**src/rtl/sct_pkg.sv**
```systemverilog
package sct_pkg;
	// Printed offsets are not all multiples of four: they are indices
	localparam logic [11:0] IDX_FB_DIV     = 12'h200;
	localparam logic [11:0] IDX_INPUT_CFG  = 12'h201;
	localparam logic [11:0] IDX_REF_B0     = 12'h202;
	localparam logic [11:0] IDX_REF_B1     = 12'h203;
	localparam logic [11:0] IDX_REF_B2     = 12'h204;
	localparam logic [11:0] IDX_REF_B3     = 12'h205;
	localparam logic [11:0] IDX_STAB_B0    = 12'h206;
	localparam logic [11:0] IDX_STAB_B1    = 12'h207;
	localparam logic [11:0] IDX_STAB_B2    = 12'h208;
	localparam logic [11:0] IDX_COMMIT     = 12'h00f;
	localparam logic [11:0] IDX_STATUS     = 12'h210;
	localparam int          BYTE_SHIFT     = 2;
	localparam int          XTAL_BIT       = 3;
	localparam int          PRESC_LSB      = 1;
	localparam int          DOUBLER_BIT    = 0;
	localparam logic [7:0]  CFG_RESET      = 8'h08;
	localparam logic [7:0]  CFG_MASK       = 8'h0f;
	localparam logic [7:0]  NIBBLE_MASK    = 8'h0f;
	localparam logic [7:0]  COMMIT_CODE    = 8'h01;
	localparam logic [19:0] STAB_RESET     = 20'h00032;
	localparam logic [27:0] REF_RESET      = 28'h0000000;
	localparam logic [7:0]  FB_DIV_RESET   = 8'h00;
	localparam logic [1:0]  HTRANS_NONSEQ  = 2'h2;
	localparam int          CLK_HZ         = 10000000;
	localparam int          MS_PER_S       = 1000;
	localparam int          TICKS_PER_MS   = CLK_HZ / MS_PER_S;
	typedef enum logic [1:0] {
		ST_HALT,
		ST_WAIT_LOCK,
		ST_COUNT,
		ST_STABLE
	} sct_stab_t;
endpackage : sct_pkg

```
**src/rtl/sct_ms_tick.sv**
```systemverilog
`timescale 1ns/1ps
// Free-running millisecond tick, restartable so a fresh count is aligned
module sct_ms_tick (
	input  wire logic core_clk,   // System clock
	input  wire logic rstn,       // Async reset, active low
	input  wire logic restart,    // Realign the tick phase
	output logic      msTick      // One-cycle pulse per millisecond
);
	localparam logic [13:0] LAST =
		14'(sct_pkg::TICKS_PER_MS - 1);
	logic [13:0] cnt_reg;

	always_ff @(posedge core_clk or negedge rstn) begin
		if (!rstn) begin
			cnt_reg <= 14'h0000;
		end else if (restart || cnt_reg == LAST) begin
			cnt_reg <= 14'h0000;
		end else begin
			cnt_reg <= cnt_reg + 14'h0001;
		end
	end

	always_ff @(posedge core_clk or negedge rstn) begin
		if (!rstn) begin
			msTick <= 1'b0;
		end else begin
			msTick <= !restart && cnt_reg == LAST;
		end
	end
endmodule : sct_ms_tick

```
**src/rtl/sct_sys_timebase_ctrl.sv**
```systemverilog
// Added by the designer: the AHB-Lite slave port.
`timescale 1ns/1ps
// Functional notes
// - Bit 3 set selects crystal amplifier, default; clear takes external clock.
// - Two-bit prescaler field: 00 /1 default, 01 /2, 10 /4, 11 /8.
// - Bit 0 enables the input doubler; cleared by default.
// - 28-bit reference frequency in four bytes, LSB first, resets zero.
// - Stable only after lock held for the period; default 50 ms.
// - Any write to a stability-period byte resets the timer.
// - After such write, counting restarts on commit strobe (0x01 to commit).
// - Stability period is 20-bit milliseconds over three bytes, LSB first.
module sct_sys_timebase_ctrl (
	input  wire logic        core_clk,        // System clock, 10 MHz
	input  wire logic        rstn,            // Async reset, active low
	input  wire logic        hsel,            // AHB slave select
	input  wire logic [31:0] haddr,           // AHB address
	input  wire logic [1:0]  htrans,          // AHB transfer type
	input  wire logic        hwrite,          // AHB write
	input  wire logic [2:0]  hsize,           // AHB size
	input  wire logic [31:0] hwdata,          // AHB write data
	input  wire logic        hready,          // AHB bus ready
	output logic [31:0]      hrdata,          // AHB read data
	output logic             hreadyout,       // AHB slave ready
	output logic             hresp,           // AHB response, OKAY
	input  wire logic        pllLockPin,      // Timebase PLL lock, async
	output logic             crystalAmpSelect, // Crystal amplifier on
	output logic [1:0]       inputPrescaler,  // Input prescaler code
	output logic             inputDoubler,    // Input doubler on
	output logic [7:0]       feedbackDivider, // Timebase PLL feedback div
	output logic [27:0]      refFreqHz,       // Nominal reference, Hz
	output logic             timebaseStable   // Timebase declared stable
);
	logic [7:0]              cfg_reg;
	logic [7:0]              fbDiv_reg;
	logic [27:0]             refFreq_reg;
	logic [19:0]             stab_reg;
	logic                    wrPend_reg;
	logic [11:0]             wrIdx_reg;
	logic [31:0]             hrdata_next;
	logic                    lockMeta_reg;
	logic                    lockSync_reg;
	logic [19:0]             msCount_reg;
	sct_pkg::sct_stab_t      state_reg;
	logic                    msTick;
	logic                    addrOk;
	logic                    wrEn;
	logic                    stabWrite;
	logic                    commitStrobe;
	logic                    tickRestart;
	logic [11:0]             addrIdx;

	assign addrIdx = haddr[sct_pkg::BYTE_SHIFT +: 12];
	assign addrOk = hsel && hready && htrans == sct_pkg::HTRANS_NONSEQ;
	assign hreadyout = 1'b1;
	assign hresp = 1'b0;

	// Latch write address phase; data follows in the next cycle
	always_ff @(posedge core_clk or negedge rstn) begin
		if (!rstn) begin
			wrPend_reg <= 1'b0;
			wrIdx_reg <= 12'h000;
		end else begin
			wrPend_reg <= addrOk && hwrite;
			wrIdx_reg <= addrIdx;
		end
	end

	assign wrEn = wrPend_reg;

	always_ff @(posedge core_clk or negedge rstn) begin
		if (!rstn) begin
			cfg_reg <= sct_pkg::CFG_RESET;
		end else if (wrEn && wrIdx_reg == sct_pkg::IDX_INPUT_CFG) begin
			cfg_reg <= hwdata[7:0] & sct_pkg::CFG_MASK;
		end
	end

	always_ff @(posedge core_clk or negedge rstn) begin
		if (!rstn) begin
			fbDiv_reg <= sct_pkg::FB_DIV_RESET;
		end else if (wrEn && wrIdx_reg == sct_pkg::IDX_FB_DIV) begin
			fbDiv_reg <= hwdata[7:0];
		end
	end

	always_ff @(posedge core_clk or negedge rstn) begin
		if (!rstn) begin
			refFreq_reg <= sct_pkg::REF_RESET;
		end else if (wrEn) begin
			case (wrIdx_reg)
				sct_pkg::IDX_REF_B0: refFreq_reg[7:0] <= hwdata[7:0];
				sct_pkg::IDX_REF_B1: refFreq_reg[15:8] <= hwdata[7:0];
				sct_pkg::IDX_REF_B2: refFreq_reg[23:16] <= hwdata[7:0];
				sct_pkg::IDX_REF_B3: refFreq_reg[27:24] <= hwdata[3:0];
				default: refFreq_reg <= refFreq_reg;
			endcase
		end
	end

	always_ff @(posedge core_clk or negedge rstn) begin
		if (!rstn) begin
			stab_reg <= sct_pkg::STAB_RESET;
		end else if (wrEn) begin
			case (wrIdx_reg)
				sct_pkg::IDX_STAB_B0: stab_reg[7:0] <= hwdata[7:0];
				sct_pkg::IDX_STAB_B1: stab_reg[15:8] <= hwdata[7:0];
				sct_pkg::IDX_STAB_B2: stab_reg[19:16] <= hwdata[3:0];
				default: stab_reg <= stab_reg;
			endcase
		end
	end

	assign stabWrite = wrEn && (wrIdx_reg == sct_pkg::IDX_STAB_B0
		|| wrIdx_reg == sct_pkg::IDX_STAB_B1
		|| wrIdx_reg == sct_pkg::IDX_STAB_B2);
	assign commitStrobe = wrEn && wrIdx_reg == sct_pkg::IDX_COMMIT
		&& hwdata[7:0] == sct_pkg::COMMIT_CODE;

	// Read data registered at the address phase
	always_comb begin
		hrdata_next = 32'h00000000;
		case (addrIdx)
			sct_pkg::IDX_FB_DIV:    hrdata_next[7:0] = fbDiv_reg;
			sct_pkg::IDX_INPUT_CFG: hrdata_next[7:0] = cfg_reg;
			sct_pkg::IDX_REF_B0:    hrdata_next[7:0] = refFreq_reg[7:0];
			sct_pkg::IDX_REF_B1:    hrdata_next[7:0] = refFreq_reg[15:8];
			sct_pkg::IDX_REF_B2:    hrdata_next[7:0] = refFreq_reg[23:16];
			sct_pkg::IDX_REF_B3:    hrdata_next[3:0] = refFreq_reg[27:24];
			sct_pkg::IDX_STAB_B0:   hrdata_next[7:0] = stab_reg[7:0];
			sct_pkg::IDX_STAB_B1:   hrdata_next[7:0] = stab_reg[15:8];
			sct_pkg::IDX_STAB_B2:   hrdata_next[3:0] = stab_reg[19:16];
			sct_pkg::IDX_STATUS:    hrdata_next[1:0] =
				{lockSync_reg, timebaseStable};
			default:                hrdata_next = 32'h00000000;
		endcase
	end

	always_ff @(posedge core_clk or negedge rstn) begin
		if (!rstn) begin
			hrdata <= 32'h00000000;
		end else if (addrOk && !hwrite) begin
			hrdata <= hrdata_next;
		end
	end

	// Lock pin synchroniser
	always_ff @(posedge core_clk or negedge rstn) begin
		if (!rstn) begin
			lockMeta_reg <= 1'b0;
			lockSync_reg <= 1'b0;
		end else begin
			lockMeta_reg <= pllLockPin;
			lockSync_reg <= lockMeta_reg;
		end
	end

	assign tickRestart = state_reg != sct_pkg::ST_COUNT;

	sct_ms_tick u_tick (
		.core_clk (core_clk),
		.rstn     (rstn),
		.restart  (tickRestart),
		.msTick   (msTick)
	);

	always_ff @(posedge core_clk or negedge rstn) begin
		if (!rstn) begin
			state_reg <= sct_pkg::ST_WAIT_LOCK;
		end else if (stabWrite) begin
			state_reg <= sct_pkg::ST_HALT;
		end else begin
			case (state_reg)
				sct_pkg::ST_HALT:
					if (commitStrobe) begin
						state_reg <= sct_pkg::ST_WAIT_LOCK;
					end
				sct_pkg::ST_WAIT_LOCK:
					if (lockSync_reg) begin
						state_reg <= sct_pkg::ST_COUNT;
					end
				sct_pkg::ST_COUNT:
					if (!lockSync_reg) begin
						state_reg <= sct_pkg::ST_WAIT_LOCK;
					end else if (msCount_reg >= stab_reg) begin
						state_reg <= sct_pkg::ST_STABLE;
					end
				sct_pkg::ST_STABLE:
					if (!lockSync_reg) begin
						state_reg <= sct_pkg::ST_WAIT_LOCK;
					end
				default: state_reg <= sct_pkg::ST_WAIT_LOCK;
			endcase
		end
	end

	always_ff @(posedge core_clk or negedge rstn) begin
		if (!rstn) begin
			msCount_reg <= 20'h00000;
		end else if (state_reg != sct_pkg::ST_COUNT || stabWrite
			|| !lockSync_reg) begin
			msCount_reg <= 20'h00000;
		end else if (msTick && msCount_reg != 20'hfffff) begin
			msCount_reg <= msCount_reg + 20'h00001;
		end
	end

	assign timebaseStable = state_reg == sct_pkg::ST_STABLE;
	assign crystalAmpSelect = cfg_reg[sct_pkg::XTAL_BIT];
	assign inputPrescaler = cfg_reg[sct_pkg::PRESC_LSB +: 2];
	assign inputDoubler = cfg_reg[sct_pkg::DOUBLER_BIT];
	assign feedbackDivider = fbDiv_reg;
	assign refFreqHz = refFreq_reg;
endmodule : sct_sys_timebase_ctrl

```
**config.mk**
```make
export PLATFORM = sky130hd
export DESIGN_NAME = sct_sys_timebase_ctrl
export DESIGN_NICKNAME = d
export VERILOG_FILES = /design/src/rtl/sct_pkg.sv /design/src/rtl/sct_ms_tick.sv /design/src/rtl/sct_sys_timebase_ctrl.sv
export SDC_FILE = /design/constraint.sdc
export NUM_CORES = 1
export LEC_CHECK = 0
export BUFFER_PORTS_ARGS = -buffer_cell sky130_fd_sc_hd__buf_2
export CAP_MARGIN = 20
export CORE_MARGIN = 2
export CORE_UTILIZATION = 30
export DETAILED_ROUTE_END_ITERATION = 8
export MAX_ROUTING_LAYER = met4
export PLACE_DENSITY = 0.46
export SKIP_LAST_GASP = 1
export SYNTH_ARGS = -nofsm -noshare
export SYNTH_HDL_FRONTEND = slang
export SYNTH_SLANG_ARGS = --single-unit
```
**constraint.sdc**
```tcl
create_clock -name core_clk -period 2.4 [get_ports core_clk]
set_clock_uncertainty 0.2 [all_clocks]
set_input_delay 0 -clock core_clk [delete_from_list [all_inputs] [get_ports core_clk]]
set_output_delay 0 -clock core_clk [all_outputs]
set_load 0.02 [all_outputs]
```
==> results.md, run 1 <==
STA:
- Measured against its own limit, the worst slew margin works out to 0.610.
- The final setup violation count is 0.
- Timing would allow up to 440 MHz.
- The count of final max-slew check failures is 0.
- Dividing the final minimum period by the clock period gives 0.947.
- The setup TNS is 0 ns.
- Setup repair after global routing left no endpoint under its margin.
- The number of endpoints with negative hold slack in the final report is 0.
- The worst path needs 2.27 ns of the cycle, external delays included.
- For the pin with the worst max-slew slack, the measured transition is 0.584 ns.

Setup path:
- The critical-path maximum fanout is 4.
- The kind of cell adding the most delay to the critical path is compound AO/OA/AOI/OAI gates.
- The number of buffers and inverters on the critical path is 1.
- The delay contributed by the slowest stage of the critical path is 0.41 ns.
- The worst path required time is 2.50 ns.
- The launching element type of the critical path is a register.
- The critical path data arrival time is 2.37 ns.
- The critical path goes through ha_1 -> nand2b_1 -> a2111oi_1 -> o21ai_1 -> a31oi_1 -> buf_4 -> a211o_1 -> nand3_1.
- The worst setup path is of the reg -> reg kind.
- The library cell contributing the largest single delay on the critical path is dfrtp_1.
- The kind of capture point of the worst setup path is a register.

Clock tree:
- CTS built an H-tree with a depth of 4.
- In this run, CTS created clock tree buffers numbering 17.
- Clock-pin slew was measured on the worst setup and hold paths at 0.06 ns.
- The cell sitting at the root of the clock tree is a clkbuf_16.
- TritonCTS built the clock tree.
- In this run the deepest clock path goes through 2 buffers.
- Clock latency on the worst-skew pair, taken at its later pin, is 0.41 ns.
- The number of sinks on the clock net is 120.
- The number of setup buffers added after CTS is 0.

Placed design:
- Buffers placed on the I/O ports in this run total 76.
- The routability-driven placement congestion ratio is 0.784.
- Summing all placed instances gives a cell area of 7010 um^2.
- The HPWL after detailed placement is 12,200 um.

Final layout:
- The top cell types in the final layout, fill and taps aside, are dfrtp_1, buf_2, mux2_2.
- The cell area after layout is 7910 um^2.
- After filler insertion, the fill cell instance count of the layout stands at 1,996.
- 0 antenna diodes ended up in the layout.
- Of the cells placed in the final design, the portion with a size suffix greater than 1 is 0.287.
- The area growth from synthesis to layout is 26.7%.
- The flip-flop count of the largest register after layout is 28.
- The most common cell after layout, fill and taps aside is dfrtp_1.
- The final layout contains 814 nets.

Floorplanning:
- The floorplan step defined a die boundary enclosing 22,000 um^2.
- The standard-cell row count is 52.
- The die boundary height is 148 um.
- The I/O pin count is 150.
- The width of the die is 148 um.
- For this configuration, the core starts out at a cell density of 0.307.
- The core region is 20,400 um^2.

Routing:
- The detailed router finished its first iteration with 334 violations.
- Wires add up to 16,700 um.
- In the final routed layout, each cell accounts on average for 16.8 um.
- The DRC violations left is 0.
- The residual antenna-violating net count after detailed routing is 0.
- The pre-antenna-repair detailed-routing pass consisted of 6 iterations.
- The routed layout has 4,743 vias.
- The number of vias per cell after detailed routing is 4.76.

Min path:
- The worst hold path belongs to the class in -> reg.

Synth:
- In the synthesized netlist, the number of instances is 589.
- Summing every instance area after synthesis gives 6250 um^2.
- The total of warnings raised by yosys is 0.
- Synthesis instantiated 63 different standard cells from the library.
- Dividing the synthesized area by the synthesized cell count gives 10.6 um^2.
- Counting flops with a built-in enable in the synthesized netlist gives 0.
- The most used flip-flop cell after synthesis is dfrtp_1.
- The share of the Yosys chip area taken by registers is 0.482.
- After synthesis the netlist holds a flip-flop and latch count of 120.
- After synthesis, the share of flip-flops with an asynchronous set or reset is 1.00.

Pwr:
- The worst-case IR drop observed on VDD is 0.349 mV.
- In this run the power density over the cells is 665 nW/um^2.
- The analysis attributes to cell leakage a power of 0.00373 uW.

Run:
- Max-cap violations in this run came to 0.

GRT:
- The pin count of the biggest net entering global routing is 53.
- The first-pass GRT wire length is 26,900 um.
- The number of global-route vias before repair is 4,914.
- Summed over all layers, the global routing overflow is 0.
- In the global route stage, overall resource usage came out at 0.164.
- The number of antenna violations at the first check in global routing is 0.

Outcome:
- The flow ran to the end, and the final reports show no timing, DRC or antenna violations.
[where the power goes]
part           total [uW]  switching (uW)  internal, uW  leakage (uW)
Sequential           2110            40.3          2070       0.00155
Combinational         451             288           163       0.00187
Clock                2700             960          1740      0.000307
[synthesized netlist by cell type (10+ instances only)]
master | n | share of area
inv_1 | 26 | 0.016
buf_4 | 26 | 0.031
a21oi_1 | 17 | 0.014
nor2_1 | 41 | 0.025
nand2_1 | 51 | 0.031
ha_1 | 26 | 0.052
a22oi_1 | 12 | 0.014
mux2_2 | 54 | 0.097
xnor2_1 | 15 | 0.021
dfrtp_1 | 115 | 0.46
nand3_1 | 24 | 0.019
xor2_1 | 10 | 0.014
o21ai_0 | 32 | 0.026
[area by class of cell]
class,instances,area [um^2],share of cell area
sequential,120,3010,0.380
multi-input combinational,422,2950,0.373
timing repair buffer,126,891,0.113
clock buffer,17,425,0.0538
tap,270,338,0.0427
clock inverter,15,200,0.0253
inverter,26,97.6,0.0123
[repair_timing]
action,CTS,global route
hold buffers,28,0
endpoints found under the hold margin,201,0
gates resized for setup,0,2
pin swaps,1,1
endpoints found under the setup margin,2,1
[worst register-to-register path, stage by stage (launching register included)]
cell and delay, ns:
dfrtp_1 0.41, ha_1 0.30, nand2b_1 0.14, a2111oi_1 0.38, o21ai_1 0.15, a31oi_1 0.25
buf_4 0.17, a211o_1 0.12, nand3_1 0.05
[worst paths after layout]
path	depth (start not counted)	from	to	slack, ns
setup reg to reg	8	stab_reg[0]$_DFFE_PN0P_	state_reg[1]$_DFFE_PN0P_	0.13
hold / removal	2	pllLockPin	lockMeta_reg$_DFF_PN0_	0.04
max in group asynchronous	4	rstn	cfg_reg[2]$_DFFE_PN0P_	0.53
hold reg to reg	0	lockMeta_reg$_DFF_PN0_	lockSync_reg$_DFF_PN0_	0.15
setup / recovery	8	stab_reg[0]$_DFFE_PN0P_	state_reg[1]$_DFFE_PN0P_	0.13
min in group asynchronous	3	rstn	state_reg[0]$_DFFE_PN1P_	0.46
[cell families after synthesis]
logic type	Yosys count	share of synthesized area
compound gates	93	0.0960
xor+xnor	26	0.0377
fa+ha+maj	26	0.0521
buf+inv	71	0.0601
flops	120	0.482
mux	58	0.104
other cells	2	0.00120
simple gates	193	0.167
[metal layers]
layer,vias to the layer above,share of wire,GRT usage
met2,119,0.49,0.269
met5,-,0,-
met1,2321,0.46,0.203
li1,2291,-,-
met3,12,0.044,0.0396
met4,0,0.0079,0.0443
[stage by stage]
step | util | total power (uW) | cells | worst slack [ns] | hold WS [ns]
after floorplan | - | 2430 | 613 | 0.231 | -0.496
after global placement | 0.344 | 2550 | 936 | 0.0659 | -0.319
after detailed placement | 0.344 | 2570 | 936 | -0.00183 | -0.322
after CTS | 0.389 | 5320 | 996 | 0.0295 | 0.0192
after global routing | 0.389 | 5490 | 996 | 0.0159 | 0.0382
final | 0.389 | 5260 | 996 | 0.127 | 0.0433
Power figures use the tool's default switching activity.
==> run 2: changes to the inputs <==
- clock period: 2.4 -> 2.6 ns (I/O delays scaled with it)
==> run 2 against run 1 <==
  * The run now ends with hold timing left
  * Clock power down 7%
  * Flip-flop and latch count did not move
  * Count of clock-buffer cells in the layout increased by 3
==> results.md, run 2 (synthesis results as in run 1) <==
GRT:
- The number of global-route vias before repair came to 4,863.
- For met1 alone, demand over resource in global routing was 0.202.
- After global routing the overflow that remains totals 0.
- In the global route stage, met3 resource usage came out at 0.0325.
- The met2 capacity usage during global routing is 0.258.
- The most crowded layer after global routing is met2.
- The first global-routing pass estimated 26,300 um of wire.
- The number of antenna violations at the first check in global routing is 0.
- Entering global routing, the biggest net connects 55 pins.
- In the global route stage, overall resource usage came out at 0.159.

Final layout:
- The total number of nets in the final design is 807.
- The most common cell after layout, fill and taps aside is dfrtp_1.
- The layout cell share with drive strength beyond 1 is 0.282.
- The flip-flop count of the largest register after layout is 28.
- From synthesis to final layout, the design area changed by 25.2%.
- The top cell types in the final layout, fill and taps aside, are dfrtp_1, buf_2, mux2_2.
- The number of fill cells is 1,999.
- The number of antenna diodes in the final layout is 0.

Floorplanning:
- The I/O pin count is 150.
- The starting density of the core is 0.307.
- The die is 148 um wide.
- The die footprint is 22,000 um^2.
- The standard-cell row count is 52.
- The core region is 20,400 um^2.
- The die boundary height is 148 um.

Setup path:
- The launching element type of the critical path is a register.
- The kind of capture point of the worst setup path is a register.
- The endpoint of the lowest-slack register-to-register path is state_reg[1]$_DFFE_PN0P_.
- The library cell contributing the largest single delay on the critical path is dfrtp_1.
- The worst-case reg-to-reg path depth is 9.
- The number of buffers and inverters on the critical path is 2.
- For flop-to-flop paths, the worst setup slack is 0.21 ns.
- The worst flop-to-flop path startpoint is msCount_reg[0]$_DFFE_PN0P_.
- The critical path data arrival time is 2.48 ns.
- The start-to-end type of the worst setup path is reg -> reg.
- Traced cell by cell, the critical path runs through inv_1 -> ha_1 -> nand2b_1 -> a2111oi_1 -> o21ai_0 -> a31oi_1 -> buf_4 -> a211o_1 -> nand3_1.
- Along the worst path, the maximum fanout reaches 4.
- The delay contributed by the slowest stage of the critical path is 0.42 ns.
- The kind of cell adding the most delay to the critical path is compound AO/OA/AOI/OAI gates.
- The worst path required time is 2.69 ns.

Clock tree:
- After clock tree synthesis, the clock-pin slew on the worst setup and hold paths is 0.05 ns.
- The clock root buffer is clkbuf_16.
- The number of sinks on the clock net is 120.
- The depth of the CTS H-tree is 4.
- The number of buffers on the longest clock path is 2.
- The number of clock buffers added by TritonCTS is 17.
- TritonCTS built the clock tree.
- The number of post-CTS setup repair buffers is 0.
- The later pin in the worst-skew pair is clocked with a latency of 0.41 ns.

Pwr:
- The worst voltage drop across the vdd grid is 0.345 mV.
- The static leakage is 0.00369 uW.
- Power spread over the standard cell area amounts to 625 nW/um^2.

Placed design:
- Prior to clock tree synthesis, the placed netlist has a worst setup slack of 0.177 ns.
- The HPWL after detailed placement is 12,000 um.
- The count of input and output buffers is 76.
- The routability-driven placement congestion ratio is 0.797.

Outcome:
- The final reports fail on hold timing.
- The run finished, with violations left.

Run:
- Across the run, the number of max-cap violations was 0.

Routing:
- The count of nets left with antenna violations once routing finished came out at 0.
- Before antenna repair, the detailed router went through 4 iterations.
- In the routed layout, each cell is associated on average with a via count of 4.78.
- The number of DRC markers in iteration 0 is 210.
- Wires add up to 16,200 um.
- For this run, design rule violations remaining after detail routing come to 0.
- Summing over every cut layer, the via total after detailed routing is 4,727.
- Dividing the detail-routed wire length by the instance count gives 16.4 um.

STA:
- Setup total negative slack on the finished layout was measured at 0 ns.
- The count of final max-slew check failures is 0.
- Setup violations remaining at the end of the flow were counted as 0.
- Across all hold checks on the routed design, the worst slack comes to -0.0189 ns.
- Setup repair after global routing left no endpoint under its margin.
- The period utilization is 0.921.
- The measured slew at the worst slew-check pin is 0.713 ns.
- Headroom to the max-slew limit came out at 0.525.
- Derived from the worst setup path, the maximum achievable clock frequency is 418 MHz.
- The shortest clock period the worst path allows after layout is 2.39 ns.
- The number of endpoints with negative hold slack in the final report is 15.
- The worst path setup slack after routing is 0.206 ns.

Min path:
- The class of the tightest hold or removal check is in -> async.
-- run 2: cell types whose count changed in the layout (fill, tap and decap cells not counted) --
cell,change
clkinvlp_4,+2
buf_4,-1
inv_6,-1
clkinv_4,-4
clkbuf_8,+3
o21ai_0,+1
o21ai_1,-1
dlygate4sd3_1,-2
buf_12,-4
-- run 2: area by class of cell --
type	instances	area (um^2)	share of cell area
well taps	270	338	0.0432
flip-flops and latches	120	3010	0.385
clock inverters	12	171	0.0219
clock buffers	20	467	0.0597
inverters	26	97.6	0.0125
repair buffers	119	783	0.100
multi-input cells	422	2950	0.378
-- run 2: worst max path at each step --
stage,from,endpoint,slack [ns],cells past startpoint
2_1_floorplan,msCount_reg[15]$_DFFE_PN0P_,state_reg[1]$_DFFE_PN0P_,0.43,6
3_3_place_gp,stab_reg[0]$_DFFE_PN0P_,state_reg[1]$_DFFE_PN0P_,0.19,8
3_5_place_dp,msCount_reg[0]$_DFFE_PN0P_,state_reg[1]$_DFFE_PN0P_,0.18,9
4_1_cts,msCount_reg[0]$_DFFE_PN0P_,state_reg[1]$_DFFE_PN0P_,0.18,9
5_1_grt,msCount_reg[0]$_DFFE_PN0P_,state_reg[1]$_DFFE_PN0P_,0.03,9
6_report,msCount_reg[0]$_DFFE_PN0P_,state_reg[1]$_DFFE_PN0P_,0.21,9
-- run 2: repair_timing --
item	CTS	global route
hold endpoints to repair	182	0
hold buffers	26	0
gates resized for setup	0	1
setup endpoints to repair	0	1
-- run 2: where the power goes --
part | internal (uW) | leakage (uW) | switching (uW)
sequential | 1910 | 0.00155 | 36.1
clock | 1680 | 0.000308 | 849
combinational | 148 | 0.00183 | 265
-- run 2: per-stage QoR --
step / util / std cells / total power, uW / cell area (um^2)
6_report: 0.384 / 989 / 4880 / 7820
5_1_grt: 0.384 / 989 / 5090 / 7820
4_1_cts: 0.384 / 989 / 4940 / 7820
3_5_place_dp: 0.340 / 931 / 2370 / 6920
3_3_place_gp: 0.340 / 931 / 2350 / 6920
2_1_floorplan: - / 613 / 2240 / 6340
-- run 2: per-layer routing --
| layer | vias up | part of all wire |
|---|---|---|
| met5 | - | 0 |
| met4 | 0 | 0.012 |
| met2 | 119 | 0.49 |
| met1 | 2317 | 0.46 |
| li1 | 2278 | - |
| met3 | 13 | 0.042 |
==> run 3: changes to the inputs <==
- clock period: 2.6 -> 2.7 ns (I/O delays scaled with it)
==> run 3 against run 2 <==
  * The run now ends clean
  * Sequential power shrank 4%
  * Utilization shrank 0.37 points
  * Setup slack gained 0.063 ns
  * Count of clock-buffer cells in the layout shrank 1
==> results.md, run 3 (synthesis results as in run 1) <==
Outcome:
- The run finished with clean final reports.

Setup path:
- The worst register-to-register path begins at msCount_reg[0]$_DFFE_PN0P_.
- The number of cells on the worst reg-to-reg path is 9.
- Data on the critical path is required at its endpoint by 2.80 ns.
- The critical path is of the reg -> reg type.
- STA classifies the critical path endpoint as a register.
- The slack of the worst reg-to-reg path is 0.27 ns.
- The launching element type of the critical path is a register.
- The critical path starts at msCount_reg[0]$_DFFE_PN0P_.
- The worst register-to-register path ends at state_reg[1]$_DFFE_PN0P_.
- The critical-path maximum fanout is 4.
- The worst setup path endpoint is state_reg[1]$_DFFE_PN0P_.
- The critical path data arrival time is 2.53 ns.

Floorplanning:
- The starting density of the core is 0.307.
- The standard-cell row count is 52.
- The I/O pin count is 150.
- In this run the vertical extent of the chip is 148 um.
- The width of the die is 148 um.
- The die covers 22,000 um^2.
- The floorplan step defined a core boundary enclosing 20,400 um^2.

Final layout:
- In the final layout, the share of cells above drive strength 1 is 0.281.
- The area growth from synthesis to layout is 24.0%.
- Fill cells in the final layout number 1,999.
- The top cell types in the final layout, fill and taps aside, are dfrtp_1, buf_2, mux2_2.
- The repair_antennas step left the layout with diodes totalling 0.
- In the final layout, the multi-input gates occupy 2950 um^2.
- The total number of nets in the final design is 807.
- The flip-flop count of the largest register after layout is 28.
- The most common cell after layout, fill and taps aside is dfrtp_1.
- The combined flip-flop and latch cell area is 3010 um^2.
- The post-layout utilization of the core is 0.380.

GRT:
- The met3 layer usage reported by global route is 0.0316.
- The number of antenna violations at the first check in global routing is 0.
- Across every metal layer, demand over resource in global routing totals 0.157.
- met2 is the most crowded layer.
- The met2 capacity usage during global routing is 0.266.
- The remaining global-route overflow is 0.
- The met1 layer usage reported by global route is 0.191.
- The number of global-route vias before repair is 4,867.
- The pin count of the biggest net entering global routing is 57.
- The first global-routing pass estimated 26,000 um of wire.

Clock tree:
- TritonCTS built the clock tree.
- No sink is reached through more buffers than the 2 on the longest clock path.
- Clock-pin slew was measured on the worst setup and hold paths at 0.06 ns.
- The number of post-CTS setup repair buffers is 0.
- The depth of the CTS H-tree is 4.
- The number of buffers inserted during clock tree synthesis is 17.
- Hold repair after CTS inserted 26 buffers.
- The tree is rooted in a clkbuf_16.
- The clock drives 120 sinks.
- The number of gates resized after CTS was 0.
- The clock latency on the worst-skew pair is 0.42 ns.

STA:
- The worst pin sits at a relative slew slack of 0.482.
- Setup repair after global routing left no endpoint under its margin.
- The worst path setup slack after routing is 0.269 ns.
- In the final timing run, aggregate negative setup slack is 0 ns.
- The number of endpoints with negative hold slack in the final report is 0.
- Setup violations remaining at the end of the flow were counted as 0.
- In the finished design, the share of the clock period the worst path needs comes to 0.900.
- Hold is met by 0.00568 ns.
- Static timing analysis puts the maximum clock frequency at 411 MHz.
- For the pin with the worst max-slew slack, the measured transition is 0.777 ns.
- After layout, the minimum clock period comes to 2.43 ns.
- The count of final max-slew check failures is 0.

Pwr:
- The power density over cell area is 572 nW/um^2.
- The static leakage is 0.00365 uW.
- Across the VDD grid, the largest voltage drop is 0.331 mV.

Routing:
- The routed design has 16,300 um of wire.
- After detailed routing, the number of remaining DRC violations is 0.
- The detail-routed net length per standard cell is 16.5 um.
- The first routing iteration left 223 violations.
- The residual antenna-violating net count after detailed routing is 0.
- Summing over every cut layer, the via total after detailed routing is 4,788.
- The pre-antenna-repair detailed-routing pass consisted of 4 iterations.
- The number of vias per cell after detailed routing is 4.84.

Min path:
- The min-delay analysis places its worst path in the category in -> async.

Placed design:
- During placement, the flow inserted port buffers numbering 76.
- Detailed placement finished with a half-perimeter wire length of 11,800 um.
- The routability-driven placement congestion ratio is 0.789.
- The worst slack at placement is 0.237 ns.

Run:
- The number of maximum-capacitance violations is 0.
==> run 3: final cells by class <==
class                      instances  area share
tap                              270      0.0436
inverter                          26      0.0126
timing repair buffer             119       0.101
multi-input combinational        422       0.381
clock buffer                      19      0.0572
sequential                       120       0.389
clock inverter                    13      0.0157
==> run 3: per-layer routing <==
layer | wire length (um) | up-vias
met3 | 656 | 20
met1 | 7310 | 2366
li1 | - | 2285
met2 | 8120 | 117
met5 | 0 | -
met4 | 217 | 0
==> run 3: report_power, final <==
group | leakage (uW) | switching, uW | internal (uW)
Sequential | 0.00155 | 36.7 | 1840
Combinational | 0.00183 | 254 | 142
Clock | 0.000275 | 856 | 1300
==> run 3: worst min path at each step <==
stage / slack (ns) / end / cells past startpoint / from
floorplan: -0.50 / cfg_reg[0]$_DFFE_PN0P_ / 0 / rstn
global placement: -0.09 / cfg_reg[2]$_DFFE_PN0P_ / 1 / rstn
detailed placement: -0.08 / lockMeta_reg$_DFF_PN0_ / 1 / pllLockPin
CTS: 0.009 / lockMeta_reg$_DFF_PN0_ / 2 / pllLockPin
global route: 0.05 / lockMeta_reg$_DFF_PN0_ / 2 / pllLockPin
finish: 0.006 / cfg_reg[1]$_DFFE_PN0P_ / 2 / rstn
==> run 3: per-stage QoR <==
stage               power (uW)  instance area, um^2  instances
detailed placement        2280                 6920        931
CTS                       4490                 7740        989
floorplan                 2160                 6340        613
global route              4610                 7740        989
global placement          2270                 6920        931
finish                    4430                 7740        989
==> run 3: critical path, stage by stage (launching register included) <==
cell and delay, ns:
dfrtp_1 0.42, inv_1 0.07, ha_1 0.26, nand2b_1 0.13
a2111oi_0 0.40, o21ai_0 0.21, a31oi_1 0.27, buf_4 0.17
a211o_1 0.11, nand3_1 0.06
